--- src/core/pmc_map.svh ---
`ifndef PMC_MAP_SVH
`define PMC_MAP_SVH

// Clock rate of ref_clk in MHz
`define PMC_CLK_MHZ          20

// Mode codes shown on the mode output and used on the request port
`define PMC_MODE_RUN         2'h0
`define PMC_MODE_IDLE        2'h1
`define PMC_MODE_SLEEP       2'h2
`define PMC_MODE_DEEP        2'h3

// One-hot codes of the power mode state machine
`define PMC_ST_RUN           8'h01
`define PMC_ST_IDLE          8'h02
`define PMC_ST_SLP_SUSP      8'h04
`define PMC_ST_SLP_GATE      8'h08
`define PMC_ST_SLEEP         8'h10
`define PMC_ST_DSL_SUSP      8'h20
`define PMC_ST_DSL_GATE      8'h40
`define PMC_ST_DEEP          8'h80

// Settle time of each shutdown step, least time, rounded up to cycles
`define PMC_SETTLE_NS        500
`define PMC_SETTLE_CYC       ((`PMC_SETTLE_NS * `PMC_CLK_MHZ + 999) / 1000)

// Delay from watchdog prewarning interrupt to the actual reset
`define PMC_PREWARN_NS       2000
`define PMC_PREWARN_CYC      ((`PMC_PREWARN_NS * `PMC_CLK_MHZ + 999) / 1000)

// Number of peripheral units served
`define PMC_NUM_PERIPH       8

`endif

--- src/core/pmc_pkg.sv ---
`include "pmc_map.svh"

package pmc_pkg;

    // Software-visible power mode
    typedef enum logic [1:0] {
        PMC_RUN   = `PMC_MODE_RUN,
        PMC_IDLE  = `PMC_MODE_IDLE,
        PMC_SLEEP = `PMC_MODE_SLEEP,
        PMC_DEEP  = `PMC_MODE_DEEP
    } pmc_mode_t;

    // Power mode state machine, one-hot
    typedef enum logic [7:0] {
        ST_RUN      = `PMC_ST_RUN,
        ST_IDLE     = `PMC_ST_IDLE,
        ST_SLP_SUSP = `PMC_ST_SLP_SUSP,
        ST_SLP_GATE = `PMC_ST_SLP_GATE,
        ST_SLEEP    = `PMC_ST_SLEEP,
        ST_DSL_SUSP = `PMC_ST_DSL_SUSP,
        ST_DSL_GATE = `PMC_ST_DSL_GATE,
        ST_DEEP     = `PMC_ST_DEEP
    } pmc_state_t;

endpackage

--- src/core/pmc_wdt_if.sv ---
`timescale 1ns/1ns

// Link between the mode controller and the watchdog prewarning timer
interface pmc_wdt_if;
    logic freeze_n;   // Clock enable from the top
    logic start;      // Watchdog reset request, one-cycle pulse
    logic nmi;        // Prewarning interrupt, one-cycle pulse
    logic rst_out;    // Reset after the prewarning delay, held
    logic counting;   // Prewarning delay running

    modport ctrl  (output freeze_n, output start, input nmi, input rst_out, input counting);
    modport timer (input freeze_n, input start, output nmi, output rst_out, output counting);
endinterface

--- src/core/pmc_sync.sv ---
`timescale 1ns/1ns

// Two-stage synchroniser for pin inputs, one chain per bit
module pmc_sync import pmc_pkg::*; #(
    parameter int          WIDTH = 2,
    parameter logic [31:0] INIT  = 32'h0000_0000
) (
    input  wire logic             ref_clk, // System clock
    input  wire logic             arst_n,  // Asynchronous reset, active low
    input  wire logic             clk_en,  // Freezes the chain while low
    input  wire logic [WIDTH-1:0] din,     // Asynchronous inputs
    output logic      [WIDTH-1:0] dout     // Synchronised outputs
);

    genvar gi;
    generate
        for (gi = 0; gi < WIDTH; gi++) begin : g_bit
            logic meta_r;
            logic sync_r;
            // First stage feeds only the second stage
            always_ff @(posedge ref_clk or negedge arst_n) begin
                if (!arst_n) begin
                    meta_r <= INIT[gi];
                    sync_r <= INIT[gi];
                end else if (clk_en) begin
                    meta_r <= din[gi];
                    sync_r <= meta_r;
                end
            end
            assign dout[gi] = sync_r;
        end
    endgenerate

endmodule // pmc_sync

--- src/core/pmc_prewarn.sv ---
`timescale 1ns/1ns
`include "pmc_map.svh"

// Watchdog reset prewarning: interrupt first, reset after a fixed delay
module pmc_prewarn import pmc_pkg::*; #(
    parameter int PREWARN_CYC = `PMC_PREWARN_CYC
) (
    input  wire logic ref_clk,    // System clock
    input  wire logic arst_n,     // Asynchronous reset, active low
    pmc_wdt_if.timer  wif         // Link to the mode controller
);

    localparam int CW = $clog2(PREWARN_CYC + 1);

    logic [CW-1:0] cnt_r;
    logic          counting_r;
    logic          nmi_r;
    logic          rst_r;
    wire           fire = counting_r && (cnt_r == CW'(PREWARN_CYC - 1));

    // Request starts the delay once; further requests are ignored
    always_ff @(posedge ref_clk or negedge arst_n) begin
        if (!arst_n) begin
            cnt_r      <= '0;
            counting_r <= 1'b0;
            nmi_r      <= 1'b0;
            rst_r      <= 1'b0;
        end else if (wif.freeze_n) begin
            nmi_r <= wif.start && !counting_r && !rst_r;
            if (wif.start && !counting_r && !rst_r) begin
                counting_r <= 1'b1;
                cnt_r      <= '0;
            end else if (fire) begin
                counting_r <= 1'b0;
                rst_r      <= 1'b1;
            end else if (counting_r) begin
                cnt_r <= cnt_r + 1'b1;
            end
        end
    end

    assign wif.nmi      = nmi_r;
    assign wif.rst_out  = rst_r;
    assign wif.counting = counting_r;

endmodule // pmc_prewarn

--- src/core/pmc_top.sv ---
`timescale 1ns/1ns
`include "pmc_map.svh"

module pmc_top import pmc_pkg::*; #(
    parameter int NP          = `PMC_NUM_PERIPH,  // Peripheral units served
    parameter int SETTLE_CYC  = `PMC_SETTLE_CYC,  // Cycles per shutdown step
    parameter int PREWARN_CYC = `PMC_PREWARN_CYC  // Prewarning delay in cycles
) (
    input  wire logic          ref_clk,        // System oscillator clock
    input  wire logic          arst_n,         // Chip reset, asynchronous
    input  wire logic          clk_en,         // Freezes all state while low
    input  wire logic          mode_req_valid, // Software mode request strobe
    input  wire logic [1:0]    mode_req,       // Requested mode code
    input  wire logic [NP-1:0] periph_sw_en,   // Software clock enables
    input  wire logic [NP-1:0] periph_sleep_en,// Units that run in sleep
    input  wire logic [NP-1:0] periph_busy,    // Unit has work pending
    input  wire logic [NP-1:0] periph_irq,     // Unit interrupt requests
    input  wire logic [NP-1:0] irq_enable,     // Interrupt enables
    input  wire logic          wdt_event,      // Watchdog timer event pulse
    input  wire logic          wdt_reset_req,  // Watchdog reset request pulse
    input  wire logic          nmi_pin,        // NMI pin, asynchronous
    input  wire logic          ext_wake_pin,   // External wake pin, asynchronous
    output logic               cpu_clk_on,     // CPU clock gate enable
    output logic               sys_clk_on,     // System clock run enable
    output logic [NP-1:0]      periph_clk_on,  // Peripheral clock gate enables
    output logic [NP-1:0]      periph_suspend, // Suspend request per unit
    output logic [1:0]         mode,           // Current mode code
    output logic               seq_busy,       // Shutdown sequence in progress
    output logic               wake,           // Wake to run, one-cycle pulse
    output logic               nmi_trap,       // NMI trap request pulse
    output logic               wdt_reset       // Watchdog reset, held
);

    localparam int CW = $clog2(SETTLE_CYC + 1);

    // Pin inputs pass two flip-flops first; NMI idles high
    logic [1:0] pin_sync;
    logic       nmi_s;
    logic       ext_wake_s;
    logic       nmi_s_d_r;

    pmc_sync #(
        .WIDTH (2),
        .INIT  (32'h0000_0001)
    ) u_sync (
        .ref_clk (ref_clk),
        .arst_n  (arst_n),
        .clk_en  (clk_en),
        .din     ({ext_wake_pin, nmi_pin}),
        .dout    (pin_sync)
    );

    assign nmi_s      = pin_sync[0];
    assign ext_wake_s = pin_sync[1];

    // Watchdog prewarning timer
    pmc_wdt_if wif ();

    assign wif.freeze_n = clk_en;
    assign wif.start    = wdt_reset_req;

    pmc_prewarn #(
        .PREWARN_CYC (PREWARN_CYC)
    ) u_prewarn (
        .ref_clk (ref_clk),
        .arst_n  (arst_n),
        .wif     (wif)
    );

    // State and output registers
    pmc_state_t    state_r;
    pmc_state_t    state_nxt;
    logic [CW-1:0] cnt_r;
    logic [CW-1:0] cnt_nxt;
    logic          cpu_clk_on_r;
    logic          sys_clk_on_r;
    logic [NP-1:0] periph_clk_on_r;
    logic [NP-1:0] periph_clk_nxt;
    logic [NP-1:0] periph_suspend_r;
    logic [NP-1:0] periph_suspend_nxt;
    logic [1:0]    mode_r;
    logic [1:0]    mode_nxt;
    logic          seq_busy_r;
    logic          wake_r;
    logic          nmi_trap_r;
    logic          wdt_reset_r;

    // Wake sources
    wire           nmi_fall    = nmi_s_d_r && !nmi_s;
    wire           wdt_any     = wdt_event || wdt_reset_req || wif.nmi;
    wire [NP-1:0]  irq_act     = periph_irq & irq_enable;
    wire [NP-1:0]  irq_slp     = irq_act & periph_sleep_en & periph_sw_en;
    wire           wake_idle   = wdt_any || nmi_fall || (|irq_act);
    wire           wake_sleep  = wdt_any || nmi_fall || (|irq_slp);
    wire           wake_deep   = ext_wake_s;

    // Mode requests are taken only in run mode
    wire           req_ok      = mode_req_valid && (state_r == ST_RUN);
    wire           req_idle    = req_ok && (mode_req == `PMC_MODE_IDLE);
    wire           req_sleep   = req_ok && (mode_req == `PMC_MODE_SLEEP);
    wire           req_deep    = req_ok && (mode_req == `PMC_MODE_DEEP);

    // Step timer of the shutdown sequence
    wire           step_done   = (cnt_r == CW'(SETTLE_CYC - 1));

    // Automatic gating: a unit is clocked only while it has work
    wire [NP-1:0]  periph_need = periph_busy | periph_irq;
    wire [NP-1:0]  clk_run     = periph_sw_en & periph_need;
    wire [NP-1:0]  clk_sleep   = clk_run & periph_sleep_en;

    // Power mode state machine
    always_comb begin
        state_nxt = state_r;
        cnt_nxt   = '0;
        case (state_r)
            ST_RUN: begin
                if (req_idle) begin
                    state_nxt = ST_IDLE;
                end else if (req_sleep) begin
                    state_nxt = ST_SLP_SUSP;
                end else if (req_deep) begin
                    state_nxt = ST_DSL_SUSP;
                end
            end
            ST_IDLE: begin
                if (wake_idle) begin
                    state_nxt = ST_RUN;
                end
            end
            ST_SLP_SUSP: begin
                if (wake_sleep) begin
                    state_nxt = ST_RUN;
                end else if (step_done) begin
                    state_nxt = ST_SLP_GATE;
                end else begin
                    cnt_nxt = cnt_r + 1'b1;
                end
            end
            ST_SLP_GATE: begin
                if (wake_sleep) begin
                    state_nxt = ST_RUN;
                end else if (step_done) begin
                    state_nxt = ST_SLEEP;
                end else begin
                    cnt_nxt = cnt_r + 1'b1;
                end
            end
            ST_SLEEP: begin
                if (wake_sleep) begin
                    state_nxt = ST_RUN;
                end
            end
            ST_DSL_SUSP: begin
                if (wake_sleep || wake_deep) begin
                    state_nxt = ST_RUN;
                end else if (step_done) begin
                    state_nxt = ST_DSL_GATE;
                end else begin
                    cnt_nxt = cnt_r + 1'b1;
                end
            end
            ST_DSL_GATE: begin
                if (wake_sleep || wake_deep) begin
                    state_nxt = ST_RUN;
                end else if (step_done) begin
                    state_nxt = ST_DEEP;
                end else begin
                    cnt_nxt = cnt_r + 1'b1;
                end
            end
            ST_DEEP: begin
                if (wake_deep) begin
                    state_nxt = ST_RUN;
                end
            end
            default: begin
                state_nxt = ST_RUN;
            end
        endcase
    end

    // Clock, suspend and mode values for the next state
    always_comb begin
        periph_clk_nxt     = clk_run;
        periph_suspend_nxt = '0;
        mode_nxt           = `PMC_MODE_RUN;
        case (state_nxt)
            ST_RUN: begin
                periph_clk_nxt = clk_run;
            end
            ST_IDLE: begin
                periph_clk_nxt = clk_run;
                mode_nxt       = `PMC_MODE_IDLE;
            end
            ST_SLP_SUSP: begin
                periph_suspend_nxt = ~periph_sleep_en;
                mode_nxt           = `PMC_MODE_SLEEP;
            end
            ST_SLP_GATE, ST_SLEEP: begin
                periph_clk_nxt     = clk_sleep;
                periph_suspend_nxt = ~periph_sleep_en;
                mode_nxt           = `PMC_MODE_SLEEP;
            end
            ST_DSL_SUSP: begin
                periph_suspend_nxt = '1;
                mode_nxt           = `PMC_MODE_DEEP;
            end
            ST_DSL_GATE, ST_DEEP: begin
                periph_clk_nxt     = '0;
                periph_suspend_nxt = '1;
                mode_nxt           = `PMC_MODE_DEEP;
            end
            default: begin
                periph_clk_nxt = clk_run;
            end
        endcase
    end

    // State register
    always_ff @(posedge ref_clk or negedge arst_n) begin
        if (!arst_n) begin
            state_r <= ST_RUN;
            cnt_r   <= '0;
        end else if (clk_en) begin
            state_r <= state_nxt;
            cnt_r   <= cnt_nxt;
        end
    end

    // Clock gate and suspend registers
    always_ff @(posedge ref_clk or negedge arst_n) begin
        if (!arst_n) begin
            cpu_clk_on_r     <= 1'b1;
            sys_clk_on_r     <= 1'b1;
            periph_clk_on_r  <= '0;
            periph_suspend_r <= '0;
        end else if (clk_en) begin
            cpu_clk_on_r     <= (state_nxt == ST_RUN);
            sys_clk_on_r     <= (state_nxt != ST_DEEP);
            periph_clk_on_r  <= periph_clk_nxt;
            periph_suspend_r <= periph_suspend_nxt;
        end
    end

    // Mode, status and event registers
    always_ff @(posedge ref_clk or negedge arst_n) begin
        if (!arst_n) begin
            mode_r      <= `PMC_MODE_RUN;
            seq_busy_r  <= 1'b0;
            wake_r      <= 1'b0;
            nmi_s_d_r   <= 1'b1;
            nmi_trap_r  <= 1'b0;
            wdt_reset_r <= 1'b0;
        end else if (clk_en) begin
            mode_r      <= mode_nxt;
            seq_busy_r  <= state_nxt[2] || state_nxt[3] || state_nxt[5] || state_nxt[6];
            wake_r      <= (state_r != ST_RUN) && (state_nxt == ST_RUN);
            nmi_s_d_r   <= nmi_s;
            nmi_trap_r  <= nmi_fall || wif.nmi;
            wdt_reset_r <= wif.rst_out;
        end
    end

    assign cpu_clk_on     = cpu_clk_on_r;
    assign sys_clk_on     = sys_clk_on_r;
    assign periph_clk_on  = periph_clk_on_r;
    assign periph_suspend = periph_suspend_r;
    assign mode           = mode_r;
    assign seq_busy       = seq_busy_r;
    assign wake           = wake_r;
    assign nmi_trap       = nmi_trap_r;
    assign wdt_reset      = wdt_reset_r;

endmodule // pmc_top

--- config.mk ---
export PLATFORM = sky130hd
export DESIGN_NAME = pmc_top
export DESIGN_NICKNAME = d
export VERILOG_FILES = /design/src/core/pmc_pkg.sv /design/src/core/pmc_wdt_if.sv /design/src/core/pmc_sync.sv /design/src/core/pmc_prewarn.sv /design/src/core/pmc_top.sv
export VERILOG_INCLUDE_DIRS = /design/src /design/src/core
export SDC_FILE = /design/constraint.sdc
export NUM_CORES = 1
export LEC_CHECK = 0
export BUFFER_PORTS_ARGS = -buffer_cell sky130_fd_sc_hd__buf_2
export CAP_MARGIN = 0
export CORE_MARGIN = 3
export CORE_UTILIZATION = 50
export CTS_CLUSTER_DIAMETER = 50
export CTS_CLUSTER_SIZE = 12
export DETAILED_ROUTE_END_ITERATION = 12
export PLACE_DENSITY = 0.76
export SYNTH_ARGS = -nofsm -noshare
export SYNTH_HDL_FRONTEND = slang
export SYNTH_SLANG_ARGS = --single-unit
--- constraint.sdc ---
create_clock -name ref_clk -period 4.7 [get_ports ref_clk]
set_clock_uncertainty 0.05 [all_clocks]
set_input_delay 0.47 -clock ref_clk [delete_from_list [all_inputs] [get_ports ref_clk]]
set_output_delay 0.47 -clock ref_clk [all_outputs]
set_load 0.02 [all_outputs]
==> out/metrics.yaml <==
sta:
  relSlewSlack: 0.265
  fin_crit_sh: 0.548
  hold_viol: 0
  max_freq_ghz: 0.388
  worst_pin_slew_ps: 1100
  slew_viol_final: 0
  setup_viol: 0
  fin_tns_setup_ps: 0
  hold_ws_ps: 327
  rsz0062_at_grt: "no"
  layout_min_cycle_time_ps: 2580
clock_network:
  h-tree-depth: 2
  cts.sinks: 50
  clockBufferDepth: 2
  postCtsSetupRepairBufs: 0
  cts_tree: "built"
  root_buffer: "clkbuf_8"
  cts_resized: 0
  clk_pin_slew_ps: 90
  insertion_delay_ps: 310
  cts_inserted_buffers: 5
  cts_hold_buffers: 0
die:
  die_h_um: 81.3
  die_x_um: 81.3
  ios: 74
  num_rows: 26
  die_area_um2: 6610
  core-area_um2: 5300
  start_util: 0.535
run_status:
  status: "finished clean"
global_route:
  grtUsageTotal: 0.231
  grt_pass1_wl_mm: 11.9
  grt_max_degree: 55
  grt_pass1_vias: 2497
  antenna_found_initial: 0
  grt_overflow_total: 0
route:
  drtIter0Drc: 222
  drc: 0
  route.vias.total: 2690
  via_per_inst: 5.98
  drtAntennaViolNets: 0
  routedWlPerCell_um: 16.5
  totalWireLength_mm: 7.43
  drt-pass1-iter-count: 5
synth:
  netlist_instances: 311
  ys_types: 63
  ys.flop_type: "dfrtp_1"
  synth_seq_area_share: 0.444
  async_flop_share: 1.00
  synth-edff-count: 0
  avgSynthCellArea_um2: 9.12
  synth_fp_nets: 364
  ys_seq_elements: 50
  syn_area_um2: 2840
  synth_warnings: 0
worst_setup_path:
  cp_max_fo: 10
  r2r-start: "u_sync.g_bit[0].sync_r$_DFFE_PN1P_"
  cp_slowest_cell: "dfstp_2"
  reg2reg_depth: 6
  critPathLaunch: "u_sync.g_bit[0].sync_r$_DFFE_PN1P_"
  path_class: "register to register"
  path_buf_inv: 0
  start_kind: "register"
  ff2ff_setup_slack_ps: 2120
  crit_family: "simple AND/OR/NAND/NOR gates"
  critPathMaxStageDelay_ps: 550
  path_cells: "nor2b_1 > or4_1 > nor3_2 > and2_1 > a31oi_2 > a41oi_1"
  endpoint_kind: "register"
  crit_required_ps: 4870
  r2r-end: "mode[1]$_DFFE_PN0P_"
  timing.critical_path.arrival_ps: 2750
min_path:
  hold_path.class: "input port to asynchronous set/reset pin"
final_layout:
  n_fill_cell: 458
  drive_above_1_share: 0.284
  area_delta_synth_final_pct: 17.5
  multi_input_area_um2: 1400
  final_nets: 432
  ff_latch_area_um2: 1260
  diodes: 0
  final_common_cell: "buf_2"
  final_cell_mix: "buf_2, dfrtp_1, nor2_1"
pwr:
  intPower_mw: 0.745
  swShare: 0.328
  power_density_nw_per_um2: 333
  p_leak_nw: 1.59
  vdd_ir_drop_max_uv: 256
  pwr-share-seq: 0.502
  p_clk_frac: 0.256
  power_switching_mw: 0.363
  pwr-share-comb: 0.242
placed_design:
  dp_hpwl_mm: 5.47
  gp_congestion: 0.957
  io_buffer_count: 73
flow_run:
  drv_cap: 0
[flip-flops by register name, summed over array words and instances (netlist names), 2 cells and up]
signal	flops
u_sync.g_bit.sync_r	2
u_sync.g_bit.meta_r	2
state_r	8
mode	2
periph_suspend	8
periph_clk_on	8
u_prewarn.cnt_r	6
cnt_r	4
[worst register-to-register path, delay by kind of cell (launching register included)]
kind,cells,cell delay (ps)
AOI/OAI and AO/OA,2,600
and+or+nand+nor,4,1300
DFF,1,550
[logic make-up after synthesis]
group,Yosys count,share of synthesized area
AO/OA/AOI/OAI,89,0.218
XOR/XNOR,7,0.0216
adder cells (fa/ha/maj),3,0.0132
buffers and inverters,42,0.0631
flip-flops,50,0.444
multiplexers,6,0.0234
AND/OR/NAND/NOR,114,0.217
[final cells by class]
type,instances,area share
Multi-Input combinational cell,219,0.420
Sequential cell,50,0.378
Timing Repair Buffer,74,0.112
Inverter,29,0.0327
Clock buffer,7,0.0289
Tap cell,70,0.0263
Clock inverter,1,0.00263
[how the worst max path moves through the flow]
| stage | end | cells after the start | slack [ps] |
|---|---|---|---|
| 6_report | mode[1]$_DFFE_PN0P_ | 6 | 2120 |
| 5_1_grt | mode[1]$_DFFE_PN0P_ | 6 | 1990 |
| 4_1_cts | mode[1]$_DFFE_PN0P_ | 6 | 2170 |
| 3_5_place_dp | u_prewarn.cnt_r[4]$_DFFE_PN0P_ | 5 | 2030 |
| 3_3_place_gp | u_prewarn.cnt_r[2]$_DFFE_PN0P_ | 5 | 2010 |
| 2_1_floorplan | mode[1]$_DFFE_PN0P_ | 6 | 2470 |
[cells in the mapped netlist, types with 4 or more instances]
master / instances / area share
a21o_1: 4 / 0.011
a21oi_1: 12 / 0.021
a22oi_1: 5 / 0.013
a31oi_1: 11 / 0.024
clkbuf_1: 5 / 0.0066
dfrtp_1: 44 / 0.39
dfstp_2: 6 / 0.056
inv_1: 28 / 0.037
mux2_2: 5 / 0.020
nand2_1: 21 / 0.028
nand2b_1: 4 / 0.0088
nand3_1: 11 / 0.019
nand4_1: 12 / 0.026
nor2_1: 35 / 0.046
nor3_1: 5 / 0.0088
o21ai_0: 19 / 0.034
o31ai_1: 9 / 0.024
o32ai_1: 8 / 0.025
xor2_1: 6 / 0.019
[metal layers]
| layer | GRT usage | routed length (um) | share of wire | vias up |
|---|---|---|---|---|
| li1 | - | - | - | 1271 |
| met1 | 0.313 | 3240 | 0.44 | 1294 |
| met2 | 0.376 | 3670 | 0.49 | 110 |
| met3 | 0.0410 | 418 | 0.056 | 15 |
| met4 | 0.0693 | 106 | 0.014 | 0 |
| met5 | 0 | 0 | 0 | - |
[power by group through the flow]
stage               registers (mW)  clock network (mW)  logic (mW)
floorplan                    0.582                   0       0.146
global placement             0.561                   0       0.259
detailed placement           0.563                   0       0.268
CTS                          0.556               0.283       0.269
global route                 0.567               0.299       0.298
finish                       0.556               0.284       0.269
[stage by stage]
step	worst slack (ps)	power (mW)	util	cells	cell area [um2]
after global placement	2010	0.820	0.608	442	3230
after global routing	1990	1.16	0.628	450	3330
final	2120	1.11	0.628	450	3330
after detailed placement	2030	0.831	0.608	442	3230
after floorplan	2470	0.728	-	311	2840
after CTS	2170	1.11	0.628	450	3330
Power figures use the tool's default switching activity.
